File: src/hw/bafe_pkg.sv
// Constants and types shared by the status and analog-mux register group
package bafe_pkg;
    // ***************************************************************
    // Register offsets
    // ***************************************************************
    localparam logic [7:0] OFS_CONFIG_STATUS  = 8'h00;
    localparam logic [7:0] OFS_FAULT_STATUS   = 8'h01;
    localparam logic [7:0] OFS_UNUSED         = 8'h02;
    localparam logic [7:0] OFS_ANALOG_CONTROL = 8'h03;
    // ***************************************************************
    // Field positions
    // ***************************************************************
    localparam int BIT_SINGLE_UNIT  = 5;
    localparam int BIT_WAKE_STATE   = 4;
    localparam int BIT_EXT_OVERTEMP = 5;
    localparam int BIT_INT_OVERTEMP = 4;
    localparam int BIT_LOAD_FAIL    = 3;
    localparam int BIT_DIS_SHORT    = 2;
    localparam int BIT_DIS_OVERCUR  = 1;
    localparam int BIT_CHG_OVERCUR  = 0;
    localparam int BIT_USER_FLAG_B  = 7;
    localparam int BIT_USER_FLAG_A  = 6;
    localparam int NUM_FAULTS       = 6;
    // ***************************************************************
    // Reset values and mux codes
    // ***************************************************************
    localparam logic       SINGLE_UNIT_VALUE = 1'b1;
    localparam logic [5:0] FAULT_RESET       = 6'h00;
    localparam logic [1:0] USER_FLAG_RESET   = 2'h0;
    localparam logic [3:0] MUX_RESET         = 4'h0;
    localparam logic [3:0] MUX_OFF           = 4'h0;
    localparam logic [3:0] MUX_CELL_LAST     = 4'h7;
    localparam logic [3:0] MUX_EXT_TEMP      = 4'h8;
    localparam logic [3:0] MUX_INT_TEMP      = 4'h9;
    localparam logic       LOAD_MON_RESET    = 1'b0;
    // Analog route one-hot: bit 0 off, 1..7 cells, 8 ext, 9 int
    localparam int         NUM_ROUTES        = 10;
    typedef logic [NUM_ROUTES-1:0] bafe_route_t;
endpackage

File: src/hw/bafe_status_regs.sv
// Status, user flag and analog output selector register group
`timescale 1ns/1ps
//
// Overview of operation
// - Single-unit bit fixed, ignores writes
// - Wake polarity high: bit follows pin
// - Wake polarity low: bit inverts pin
// - External overtemp latched, read clears once gone
// - Internal overtemp latched, read clears once gone
// - Load fail latched when monitoring, heavy and a discharge event
// - Discharge short latched, read clears once gone
// - Discharge overcurrent latched, read clears once gone
// - Charge overcurrent latched, read clears once gone
// - Two user flags kept on backup supply
// - Selector decodes off, cells, temperatures, reserved
// - Load monitor follows its enable bit
// - Forced sleep leaves selector unchanged
module bafe_status_regs (
    input  wire logic                 clk,            // 200 MHz clock
    input  wire logic                 rst,            // Sync reset
    input  wire logic [7:0]           regAddr,        // Register address
    input  wire logic                 regWrite,       // Write strobe
    input  wire logic [7:0]           regWdata,       // Write data
    input  wire logic                 regRead,        // Read strobe
    output logic [7:0]                regRdata,       // Read data
    input  wire logic                 wakePin,        // Wake comparator
    input  wire logic                 wakePolarity,   // Wake polarity
    input  wire logic                 extOvertemp,    // Thermistor hot
    input  wire logic                 intOvertemp,    // Die sensor hot
    input  wire logic                 dischargeShort, // Short detected
    input  wire logic                 dischargeOc,    // Discharge OC
    input  wire logic                 chargeOc,       // Charge OC
    input  wire logic                 loadHeavy,      // Load stays heavy
    input  wire logic                 loadMonitorEnable, // Monitor on
    input  wire logic                 forceSleep,     // Sleep request
    output logic                      loadMonitorOn,  // Monitor power
    output logic [3:0]                analogSelect,   // Selector bits
    output bafe_pkg::bafe_route_t     analogRoute,    // One-hot route
    output logic                      analogReserved, // Reserved code
    output logic [1:0]                userFlags       // Flags b,a
);
    import bafe_pkg::*;

    // ***************************************************************
    // State
    // ***************************************************************
    typedef struct packed {
        logic [9:0]  syncA;      // First synchroniser stage
        logic [9:0]  syncB;      // Second synchroniser stage
        logic [1:0]  userFlags;
        logic [3:0]  muxSel;
        logic [7:0]  rdata;
        bafe_route_t route;
        logic        reserved;
        logic        monOn;
    } bafe_state_s;

    bafe_state_s state_reg;
    bafe_state_s state_next;

    logic [9:0] rawIn;
    logic [NUM_FAULTS-1:0] causeVec;
    logic [NUM_FAULTS-1:0] faultFlags;
    logic       wakeSync;
    logic       polSync;
    logic       monEnSync;
    logic       readFault;
    logic       wakeState;

    // Pins cross in from the analog side through two flops each
    assign rawIn = {forceSleep, loadMonitorEnable, wakePolarity, wakePin,
                    loadHeavy, extOvertemp, intOvertemp, dischargeShort,
                    dischargeOc, chargeOc};
    assign wakeSync  = state_reg.syncB[6];
    assign polSync   = state_reg.syncB[7];
    assign monEnSync = state_reg.syncB[8];
    assign readFault = regRead && (regAddr == OFS_FAULT_STATUS);

    // Wake bit is pin level xnor polarity
    assign wakeState = polSync ? wakeSync : !wakeSync;

    // Fault causes in bit order of the fault register
    assign causeVec[BIT_EXT_OVERTEMP] = state_reg.syncB[4];
    assign causeVec[BIT_INT_OVERTEMP] = state_reg.syncB[3];
    // Load fail needs monitoring on, a discharge event and heavy load
    assign causeVec[BIT_LOAD_FAIL] = state_reg.monOn &&
        state_reg.syncB[5] &&
        (state_reg.syncB[2] || state_reg.syncB[1]);
    assign causeVec[BIT_DIS_SHORT]   = state_reg.syncB[2];
    assign causeVec[BIT_DIS_OVERCUR] = state_reg.syncB[1];
    assign causeVec[BIT_CHG_OVERCUR] = state_reg.syncB[0];

    // ***************************************************************
    // Fault flags
    // ***************************************************************
    genvar gi;
    generate
        for (gi = 0; gi < NUM_FAULTS; gi++) begin : gFault
            bafe_sticky_flag uFlag (
                .clk       (clk),
                .rst       (rst),
                .cause     (causeVec[gi]),
                .readClear (readFault),
                .flag      (faultFlags[gi])
            );
        end
    endgenerate

    // Next-state logic: synchronisers, writes, read data, decode
    always_comb begin
        state_next       = state_reg;
        state_next.syncA = rawIn;
        state_next.syncB = state_reg.syncA;
        // Monitor power tracks the software enable directly
        state_next.monOn = monEnSync;
        // Sleep request is deliberately not looked at here
        if (regWrite && regAddr == OFS_ANALOG_CONTROL) begin
            state_next.userFlags = {regWdata[BIT_USER_FLAG_B],
                                    regWdata[BIT_USER_FLAG_A]};
            state_next.muxSel = regWdata[3:0];
        end
        // Read data: reserved positions stay zero
        state_next.rdata = 8'h00;
        if (regRead) begin
            case (regAddr)
                OFS_CONFIG_STATUS: begin
                    state_next.rdata[BIT_SINGLE_UNIT] =
                        SINGLE_UNIT_VALUE;
                    state_next.rdata[BIT_WAKE_STATE] = wakeState;
                end
                OFS_FAULT_STATUS: begin
                    state_next.rdata[NUM_FAULTS-1:0] = faultFlags;
                end
                OFS_ANALOG_CONTROL: begin
                    state_next.rdata[BIT_USER_FLAG_B] =
                        state_reg.userFlags[1];
                    state_next.rdata[BIT_USER_FLAG_A] =
                        state_reg.userFlags[0];
                    state_next.rdata[3:0] = state_reg.muxSel;
                end
                default: begin
                    state_next.rdata = 8'h00;
                end
            endcase
        end
        // Selector decode: one route at most, reserved codes route nothing
        state_next.route    = '0;
        state_next.reserved = 1'b0;
        if (state_reg.muxSel <= MUX_INT_TEMP) begin
            state_next.route[state_reg.muxSel] = 1'b1;
        end else begin
            state_next.reserved = 1'b1;
        end
    end

    // The user flags sit on the backup rail, so only reset or an analog control write clears them
    always_ff @(posedge clk) begin
        if (rst) begin
            state_reg           <= '0;
            state_reg.userFlags <= USER_FLAG_RESET;
            state_reg.muxSel    <= MUX_RESET;
            state_reg.monOn     <= LOAD_MON_RESET;
            state_reg.route     <= bafe_route_t'(1);
        end else begin
            state_reg <= state_next;
        end
    end

    assign regRdata       = state_reg.rdata;
    assign loadMonitorOn  = state_reg.monOn;
    assign analogSelect   = state_reg.muxSel;
    assign analogRoute    = state_reg.route;
    assign analogReserved = state_reg.reserved;
    assign userFlags      = state_reg.userFlags;

    // ***************************************************************
    // Assertions
    // ***************************************************************
    property p_single_unit;
        @(posedge clk) disable iff (rst)
        (regRead && regAddr == OFS_CONFIG_STATUS)
            |=> regRdata[BIT_SINGLE_UNIT];
    endproperty
    a_single_unit: assert property (p_single_unit)
        else $error("single unit bit not read as one");

    property p_wake_pol;
        @(posedge clk) disable iff (rst)
        (regRead && regAddr == OFS_CONFIG_STATUS)
            |=> regRdata[BIT_WAKE_STATE] ==
                ($past(polSync) ~^ $past(wakeSync));
    endproperty
    a_wake_pol: assert property (p_wake_pol)
        else $error("wake bit does not follow polarity");

    property p_fault_read;
        @(posedge clk) disable iff (rst)
        readFault |=> regRdata[NUM_FAULTS-1:0] == $past(faultFlags);
    endproperty
    a_fault_read: assert property (p_fault_read)
        else $error("fault read data wrong");

    property p_ext_hot;
        @(posedge clk) disable iff (rst)
        $rose(extOvertemp) |-> ##3 faultFlags[BIT_EXT_OVERTEMP];
    endproperty
    a_ext_hot: assert property (p_ext_hot)
        else $error("external overtemp not latched in three cycles");

    property p_load_gate;
        @(posedge clk) disable iff (rst)
        (!state_reg.monOn && !faultFlags[BIT_LOAD_FAIL])
            |=> !faultFlags[BIT_LOAD_FAIL];
    endproperty
    a_load_gate: assert property (p_load_gate)
        else $error("load fail set while monitoring off");

    property p_user_write;
        @(posedge clk) disable iff (rst)
        (regWrite && regAddr == OFS_ANALOG_CONTROL)
            |=> userFlags == $past(regWdata[7:6]) &&
                analogSelect == $past(regWdata[3:0]);
    endproperty
    a_user_write: assert property (p_user_write)
        else $error("analog control write not stored");

    property p_route;
        @(posedge clk) disable iff (rst)
        ##1 $onehot0(analogRoute) &&
            (analogReserved == ($past(analogSelect) > MUX_INT_TEMP));
    endproperty
    a_route: assert property (p_route)
        else $error("selector decode wrong");

    property p_mon;
        @(posedge clk) disable iff (rst)
        $rose(loadMonitorEnable) |-> ##3 loadMonitorOn;
    endproperty
    a_mon: assert property (p_mon)
        else $error("load monitor not turned on");

    property p_sleep_keep;
        @(posedge clk) disable iff (rst)
        (forceSleep && !regWrite) |=> $stable(analogSelect);
    endproperty
    a_sleep_keep: assert property (p_sleep_keep)
        else $error("selector changed by sleep");
endmodule

File: src/hw/bafe_sticky_flag.sv
// One latched fault flag that clears on read only after its cause ends
`timescale 1ns/1ps
module bafe_sticky_flag (
    input  wire logic clk,        // 200 MHz clock
    input  wire logic rst,        // Synchronous reset, active high
    input  wire logic cause,      // Synchronised fault condition
    input  wire logic readClear,  // Status register read strobe
    output logic      flag        // Latched flag
);
    import bafe_pkg::*;

    typedef struct packed {
        logic flag;
    } bafe_flag_s;

    bafe_flag_s state_reg;
    bafe_flag_s state_next;

    // Live condition keeps the flag set, so a read during it never clears
    always_comb begin
        state_next = state_reg;
        if (cause) begin
            state_next.flag = 1'b1;
        end else if (readClear) begin
            state_next.flag = 1'b0;
        end
    end

    always_ff @(posedge clk) begin
        if (rst) begin
            state_reg <= '0;
        end else begin
            state_reg <= state_next;
        end
    end

    assign flag = state_reg.flag;

    property p_flag_holds;
        @(posedge clk) disable iff (rst)
        cause |=> flag;
    endproperty
    a_flag_holds: assert property (p_flag_holds)
        else $error("flag not set after cause");
    property p_flag_clear;
        @(posedge clk) disable iff (rst)
        (flag && !cause && readClear) |=> !flag;
    endproperty
    a_flag_clear: assert property (p_flag_clear)
        else $error("flag not cleared by read");
endmodule

File: config.mk
export PLATFORM = sky130hd
export DESIGN_NAME = bafe_status_regs
export DESIGN_NICKNAME = d
export VERILOG_FILES = /design/src/hw/bafe_pkg.sv /design/src/hw/bafe_status_regs.sv /design/src/hw/bafe_sticky_flag.sv
export SDC_FILE = /design/constraint.sdc
export NUM_CORES = 1
export LEC_CHECK = 0
export ABC_CLOCK_PERIOD_IN_PS = 3100
export BUFFER_PORTS_ARGS = -buffer_cell sky130_fd_sc_hd__buf_2
export CAP_MARGIN = 20
export CORE_ASPECT_RATIO = 0.9
export CORE_MARGIN = 5
export CORE_UTILIZATION = 45
export CTS_CLUSTER_DIAMETER = 30
export DETAILED_ROUTE_END_ITERATION = 10
export PLACE_DENSITY = 0.73
export SETUP_SLACK_MARGIN = 0.15
export SYNTH_ARGS = -nofsm -noshare
export SYNTH_HDL_FRONTEND = slang
export SYNTH_SLANG_ARGS = --single-unit
File: constraint.sdc
create_clock -name clk -period 3.1 [get_ports clk]
set_clock_uncertainty 0.05 [all_clocks]
set_input_delay 0.465 -clock clk [delete_from_list [all_inputs] [get_ports clk]]
set_output_delay 0.465 -clock clk [all_outputs]
set_load 0.01 [all_outputs]
==> impl_metrics.yaml, run 1 <==
run_status:
  outcome: "complete, no violations"
finish:
  final_nets: 239
  largest_reg_flops: 10
  area_delta_synth_final_pct: 12.5
  mostFrequentLayoutCell: "buf_2"
  post_route_cells_drive_above_1_share_pct: 31.9
  num_antenna_cells: 0
  layout_common_cells: "buf_2 (52), dfxtp_1 (50), nor2b_1 (19)"
setup_path:
  worst_r2r_endpoint: "regRdata[4]"
  critical_path_class: "input pin to flip-flop"
  startpoint: "regAddr[7]"
  crit_required_ns: 3.28
  reg2regPathDepth: 3
  cp-endpoint: "regRdata[0]"
  worstSetupEndpointType: "flip-flop"
  regToRegSetupSlack_ns: 2.05
  reg2reg_from: "polSync"
  crit_path_start_kind: "input pin"
  crit_path_max_fanout: 9
  cp_data_arrival_time_ns: 1.84
clock_network:
  htreeDepth: 2
  clk_pin_slew_ns: 0.09
  cts.hold.buffers_added: 0
  cts_resized: 0
  postCtsSetupBuffers: 0
  root_buffer: "clkbuf_8"
  clock_latency_ns: 0.30
  clk_path_buf_depth: 2
  cts-buffers-inserted: 5
  clock-sinks: 50
  cts_tree: "done"
grt:
  grt_pass1_vias: 1065
  grt_pass1_wl_mm: 4.64
  grt_max_degree: 30
  antenna_found_initial: 0
  overflow: 0
  grtUsageTotal_pct: 10.4
drt:
  drt_iter0_markers: 67
  wirelength_mm: 2.79
  drc_errors: 0
  final_antenna_net_count: 0
  wire_per_inst_um: 10.8
  num_vias: 1168
  viasPerCell: 4.53
  first_pass_iters: 2
sta:
  hold_viol_final: 0
  post-route-min-period_ns: 1.65
  worstMarginPinSlew_ns: 0.481
  tns_ns: 0
  slew_viol_final: 0
  finalCritPeriodShare_pct: 53.3
  rsz0062_at_grt: "false"
  fmax_mhz: 605
  fin_ws_ns: 1.45
  relSlewSlack_pct: 67.9
  setup_viol: 0
pwr:
  total_power_mw: 1.24
  ir_drop_uv: 291
  power_density_mw_per_mm2: 595
  cellLeakagePower_nw: 0.899
floorplan:
  ios: 56
  start_util_pct: 45.9
  die_x_um: 77.7
  die_y_um: 71.0
  die-area_mm2: 0.00552
  rows: 22
  core_mm2: 0.00405
worst_hold_path:
  whs_path_depth: 2
  min_path_type: "input pin to flip-flop"
flow_run:
  cap_violations: 0
logic_synthesis:
  async_flop_share_pct: 0
  synth_nets: 214
  avgSynthCellArea_um2: 10.1
  ys_seq_area_share_pct: 53.9
  ys_seq_elements: 50
  synth_cell_type_count: 27
  synth_cells: 184
  yosys_most_used_dff: "dfxtp_1"
  syn_area_mm2: 0.00186
  yosysWarningCount: 0
  synth_edf_count: 0
placed_design:
  dp_slack_ns: 1.14
  dp_hpwl_mm: 2.02
  place_congestion: 0.816
  numPortBuffers: 52
synth_stat cells, drive strengths merged, types with 4 or more instances:
cell	instances	area, um^2
a21oi	6	30.0
buf	26	195
clkbuf	8	30.0
dfxtp	50	1000
inv	10	37.5
mux2i	10	100
nand2	16	60.1
nor2	9	33.8
nor2b	19	119
nor3	4	31.3
nor4	5	31.3
o31ai	6	45.0
layer usage:
metal	GRT usage (%)	vias to the layer above	wire length, um
met5	0	-	0
met4	4.01	0	40
met3	4.20	7	233
met2	16.2	33	1240
met1	12.7	499	1270
li1	-	629	-
area by class of cell:
cell class	count	area (um^2)
clock buffer	5	68.8
clock inverter	3	68.8
fill	361	1960
inverter	10	37.5
multi-input combinational	90	594
sequential	50	1000
tap	48	60.1
timing repair buffer	52	260
metrics by stage:
step	hold WS, ns	cells	area (um^2)	util [%]
final	0.328	258	2090	51.7
after global routing	0.324	258	2090	51.7
after CTS	0.314	258	2090	51.7
after detailed placement	0.368	250	1950	48.3
after global placement	0.367	250	1950	48.3
after floorplan	0.361	184	1860	-
power by group:
group	switching (mW)	internal, mW	leakage, nW
combinational	0.0294	0.0262	0.423
sequential	0.00448	0.657	0.407
clock	0.205	0.323	0.0683
worst min-delay path by stage:
stage                         startpoint              endpoint  slack (ns)
after CTS                 dischargeShort        state_next[28]        0.31
after detailed placement     causeVec[5]  gFault[5].uFlag.flag        0.37
after global routing      dischargeShort        state_next[28]        0.32
after global placement    state_next[34]             monEnSync        0.37
final                     dischargeShort        state_next[28]        0.33
after floorplan              causeVec[0]  gFault[0].uFlag.flag        0.36
cells by family (layout without fill, tap and decap cells):
kind of cell | after synthesis | count (layout) | synth area share, %
muxes | 10 | 10 | 5.39
buffers and inverters | 44 | 70 | 14.1
DFF | 50 | 50 | 53.9
and+or+nand+nor | 63 | 63 | 18.9
AOI/OAI and AO/OA | 16 | 16 | 7.21
xor gates and xnor gates | 1 | 1 | 0.471
worst max-delay path: stages:
cell and delay [ns]:
buf_2 0.09, or4_4 0.60, or4_4 0.53, nor2_1 0.14
(Power assumes the default switching activity.)
==> inputs of run 2 (changes only) <==
--- a/config.mk
+++ b/config.mk
@@ -5,7 +5,7 @@
 export SDC_FILE = /design/constraint.sdc
 export NUM_CORES = 1
 export LEC_CHECK = 0
-export ABC_CLOCK_PERIOD_IN_PS = 3100
+export ABC_CLOCK_PERIOD_IN_PS = 1700
 export BUFFER_PORTS_ARGS = -buffer_cell sky130_fd_sc_hd__buf_2
 export CAP_MARGIN = 20
 export CORE_ASPECT_RATIO = 0.9
==> constraint.sdc (replaced) <==
create_clock -name clk -period 1.7 [get_ports clk]
set_clock_uncertainty 0.05 [all_clocks]
set_input_delay 0.255 -clock clk [delete_from_list [all_inputs] [get_ports clk]]
set_output_delay 0.255 -clock clk [all_outputs]
set_load 0.01 [all_outputs]
==> impl_metrics.yaml, run 2 (same netlist as run 1, synthesis figures left out) <==
finish:
  num_antenna_cells: 0
  final_nets: 242
  final_cells: 259
  mostFrequentLayoutCell: "buf_2"
  layout_common_cells: "buf_2 (52), dfxtp_1 (50), nor2b_1 (19)"
  area_delta_synth_final_pct: 11.4
  largest_reg_flops: 10
  post_route_cells_drive_above_1_share_pct: 32.2
clock_network:
  clock-sinks: 50
  cts-buffers-inserted: 5
  htreeDepth: 2
  cts.hold.buffers_added: 0
  cts_tree: "done"
  clk_pin_slew_ns: 0.08
  clock_latency_ns: 0.29
  cts_resized: 0
  root_buffer: "clkbuf_8"
  clk_path_buf_depth: 2
  postCtsSetupBuffers: 0
pwr:
  power_density_mw_per_mm2: 941
  ir_drop_uv: 644
  cellLeakagePower_nw: 0.891
  total_power_mw: 1.95
sta:
  relSlewSlack_pct: 71.7
  tns_ns: 0
  finalCritPeriodShare_pct: 82.3
  fmax_mhz: 715
  rsz0062_at_grt: "false"
  worstMarginPinSlew_ns: 0.424
  post-route-min-period_ns: 1.40
  hold_viol_final: 0
  setup_viol: 0
  slew_viol_final: 0
setup_path:
  critical_path_class: "input pin to flip-flop"
  reg2regPathDepth: 3
  reg2reg_from: "polSync"
  worstSetupEndpointType: "flip-flop"
  crit_path_start_kind: "input pin"
  worst_r2r_endpoint: "regRdata[4]"
  crit_path_max_fanout: 4
  cp_data_arrival_time_ns: 1.57
  crit_required_ns: 1.87
  regToRegSetupSlack_ns: 0.66
floorplan:
  core_mm2: 0.00405
  start_util_pct: 45.9
  die_y_um: 71.0
  die_x_um: 77.7
  ios: 56
  die-area_mm2: 0.00552
  rows: 22
grt:
  grt_pass1_vias: 1043
  grt_max_degree: 28
  overflow: 0
  antenna_found_initial: 0
  grtUsageTotal_pct: 10.4
  grt_pass1_wl_mm: 4.56
drt:
  viasPerCell: 4.51
  final_antenna_net_count: 0
  num_vias: 1168
  wire_per_inst_um: 10.7
  drt_iter0_markers: 56
  first_pass_iters: 4
  drc_errors: 0
  wirelength_mm: 2.78
flow_run:
  cap_violations: 0
worst_hold_path:
  min_path_type: "input pin to flip-flop"
  whs_path_depth: 2
  min_from: "dischargeShort"
  worst_hold_path.endpoint: "state_next[28]"
run_status:
  outcome: "complete, no violations"
placed_design:
  dp_cells: 253
  numPortBuffers: 52
  dp_hpwl_mm: 2.08
  place_congestion: 0.807
## run 2: layer usage
metal	global-route usage, %	vias to the layer above	wire length [um]
met5	0	-	0
met1	12.9	498	1220
met2	16.0	36	1300
met3	3.94	4	234
met4	4.58	0	33
li1	-	630	-
## run 2: through the flow
| stage | setup slack [ns] | hold slack (ns) | util, % | cell area (um^2) |
|---|---|---|---|---|
| finish | 0.302 | 0.123 | 51.2 | 2070 |
| global route | 0.266 | 0.111 | 51.2 | 2070 |
| CTS | 0.298 | 0.111 | 51.2 | 2070 |
| detailed placement | -0.0130 | 0.371 | 49.1 | 1990 |
| global placement | 0.0426 | 0.365 | 49.1 | 1990 |
| floorplan | 0.0983 | 0.300 | - | 1860 |
## run 2: layout make-up
cell class | count | area (um^2)
inverter | 10 | 37.5
tap | 48 | 60.1
clock buffer | 6 | 82.6
fill | 380 | 1980
multi-input combinational | 90 | 594
sequential | 50 | 1000
timing repair buffer | 55 | 295
## run 2: worst max path at each step
stage | start | slack (ns) | to
finish | regAddr[7] | 0.30 | regRdata[2]
detailed placement | regAddr[7] | -0.01 | regRdata[2]
CTS | regAddr[7] | 0.30 | regRdata[2]
global route | regAddr[7] | 0.27 | regRdata[7]
floorplan | regAddr[7] | 0.1 | regRdata[0]
global placement | regAddr[7] | 0.04 | regRdata[3]
## run 2: power breakdown
| group | leakage (nW) | internal, mW | switching (mW) |
|---|---|---|---|
| combinational | 0.440 | 0.0503 | 0.0538 |
| sequential | 0.407 | 1.20 | 0.00850 |
| clock | 0.0431 | 0.314 | 0.324 |
| total | 0.891 | 1.56 | 0.387 |
## run 2: worst max-delay path, cell delays in order
cell and delay, ns:
buf_2 0.10, or4_4 0.57, or4_4 0.52, nor2_1 0.13
==> inputs of run 3 (changes only) <==
--- a/config.mk
+++ b/config.mk
@@ -5,7 +5,7 @@
 export SDC_FILE = /design/constraint.sdc
 export NUM_CORES = 1
 export LEC_CHECK = 0
-export ABC_CLOCK_PERIOD_IN_PS = 1700
+export ABC_CLOCK_PERIOD_IN_PS = 1450
 export BUFFER_PORTS_ARGS = -buffer_cell sky130_fd_sc_hd__buf_2
 export CAP_MARGIN = 20
 export CORE_ASPECT_RATIO = 0.9
==> constraint.sdc (replaced) <==
create_clock -name clk -period 1.45 [get_ports clk]
set_clock_uncertainty 0.05 [all_clocks]
set_input_delay 0.2175 -clock clk [delete_from_list [all_inputs] [get_ports clk]]
set_output_delay 0.2175 -clock clk [all_outputs]
set_load 0.01 [all_outputs]
==> impl_metrics.yaml, run 3 (same netlist as run 1, synthesis figures left out) <==
pwr:
  power_density_mw_per_mm2: 1080
  cellLeakagePower_nw: 0.919
  ir_drop_uv: 742
worst_hold_path:
  min_path_type: "input pin to flip-flop"
grt:
  grt_max_degree: 22
  overflow: 0
  grt_pass1_vias: 1151
  antenna_found_initial: 0
  grtUsageTotal_pct: 11.5
  grt_pass1_wl_mm: 5.04
setup_path:
  reg2regPathDepth: 3
  regToRegSetupSlack_ns: 0.39
  startpoint: "regAddr[7]"
  reg2reg_from: "polSync"
  crit_path_max_fanout: 4
  crit_required_ns: 1.63
  cp-endpoint: "regRdata[2]"
  crit_path_start_kind: "input pin"
  worstSetupEndpointType: "flip-flop"
  critical_path_class: "input pin to flip-flop"
  cp_data_arrival_time_ns: 1.45
  worst_r2r_endpoint: "regRdata[4]"
drt:
  drt_iter0_markers: 64
  drc_errors: 0
  final_antenna_net_count: 0
  wire_per_inst_um: 11.3
  viasPerCell: 4.48
  num_vias: 1193
  first_pass_iters: 4
  wirelength_mm: 3.02
run_status:
  outcome: "complete, no violations"
floorplan:
  rows: 22
  die_y_um: 71.0
  core_mm2: 0.00405
  die_x_um: 77.7
  die-area_mm2: 0.00552
  ios: 56
  start_util_pct: 45.9
sta:
  finalCritPeriodShare_pct: 87.0
  slew_viol_final: 0
  relSlewSlack_pct: 82.3
  setup_viol: 0
  hold_viol_final: 0
  worstMarginPinSlew_ns: 0.265
  post-route-min-period_ns: 1.26
  rsz0062_at_grt: "true"
  fmax_mhz: 793
finish:
  mostFrequentLayoutCell: "buf_2"
  layout_common_cells: "buf_2 (52), dfxtp_1 (46), nor2b_1 (19)"
  fin_area_mm2: 0.00213
  num_antenna_cells: 0
  area_delta_synth_final_pct: 14.9
  final_nets: 247
  post_route_cells_drive_above_1_share_pct: 37.2
  largest_reg_flops: 10
  fin_util_pct: 52.8
  final_cells: 266
clock_network:
  clk_path_buf_depth: 2
  htreeDepth: 2
  cts-buffers-inserted: 5
  root_buffer: "clkbuf_8"
  postCtsSetupBuffers: 0
  cts_tree: "done"
  clk_pin_slew_ns: 0.08
  clock_latency_ns: 0.29
  clock-sinks: 50
placed_design:
  place_congestion: 0.800
  numPortBuffers: 52
  dp_cells: 258
  place_area_mm2: 0.00203
  dp_hpwl_mm: 2.19
flow_run:
  cap_violations: 0
## run 3: cell types whose count changed in the layout (fill, tap and decap cells not counted), sizes merged
cell	previous run	this run
buf	55	60
clkinv	0	2
## run 3: metrics by stage
step | worst slack, ns | hold slack [ns] | power (mW) | setup TNS [ns]
6_report | 0.189 | 0.0734 | 2.31 | 0
5_1_grt | 0.140 | 0.0673 | 2.43 | 0
4_1_cts | 0.156 | 0.0637 | 2.33 | 0
3_5_place_dp | -0.195 | 0.371 | 1.58 | -1.90
3_3_place_gp | -0.158 | 0.367 | 1.58 | -1.58
2_1_floorplan | -0.114 | 0.263 | 1.52 | -0.749
## run 3: final cells by class
| cell class | instances | area (um^2) |
|---|---|---|
| fill | 374 | 1910 |
| sequential | 50 | 1010 |
| multi-input combinational | 90 | 612 |
| timing repair buffer | 60 | 333 |
| clock buffer | 6 | 72.6 |
| tap | 48 | 60.1 |
| inverter | 10 | 37.5 |
| clock inverter | 2 | 13.8 |
## run 3: layer usage
| metal | track usage, % | part of all wire [%] | vias to the layer above |
|---|---|---|---|
| li1 | - | - | 643 |
| met1 | 13.2 | 43 | 512 |
| met2 | 18.5 | 47 | 33 |
| met3 | 4.71 | 8.1 | 5 |
| met4 | 5.53 | 1.4 | 0 |
| met5 | 0 | 0 | - |
## run 3: report_power, final
part           leakage, nW  switching (mW)  internal [mW]  total [mW]
Clock               0.0452           0.422          0.340       0.763
Combinational        0.465          0.0673         0.0682       0.135
Sequential           0.410          0.0103           1.40        1.41
## run 3: how the worst min path moves through the flow
stage | start | endpoint | slack, ns | depth (start not counted)
3_3_place_gp | state_next[34] | monEnSync | 0.37 | 1
5_1_grt | intOvertemp | state_next[29] | 0.07 | 2
2_1_floorplan | regAddr[0] | regRdata[5] | 0.26 | 1
6_report | intOvertemp | state_next[29] | 0.07 | 2
3_5_place_dp | state_next[27] | causeVec[1] | 0.37 | 1
4_1_cts | wakePin | state_next[32] | 0.06 | 2
## run 3: worst max-delay path: stages
cell	delay, ns
buf_2	0.09
or4_4	0.57
or4_4	0.46
nor2_1	0.11
## run 3: repair_timing
action                                 in CTS  in global routing
setup endpoints to repair                   6                  8
pin swaps                                   1                  1
resized for setup                           2                  5
hold buffers                                0                  0
endpoints found under the hold margin       0                  0
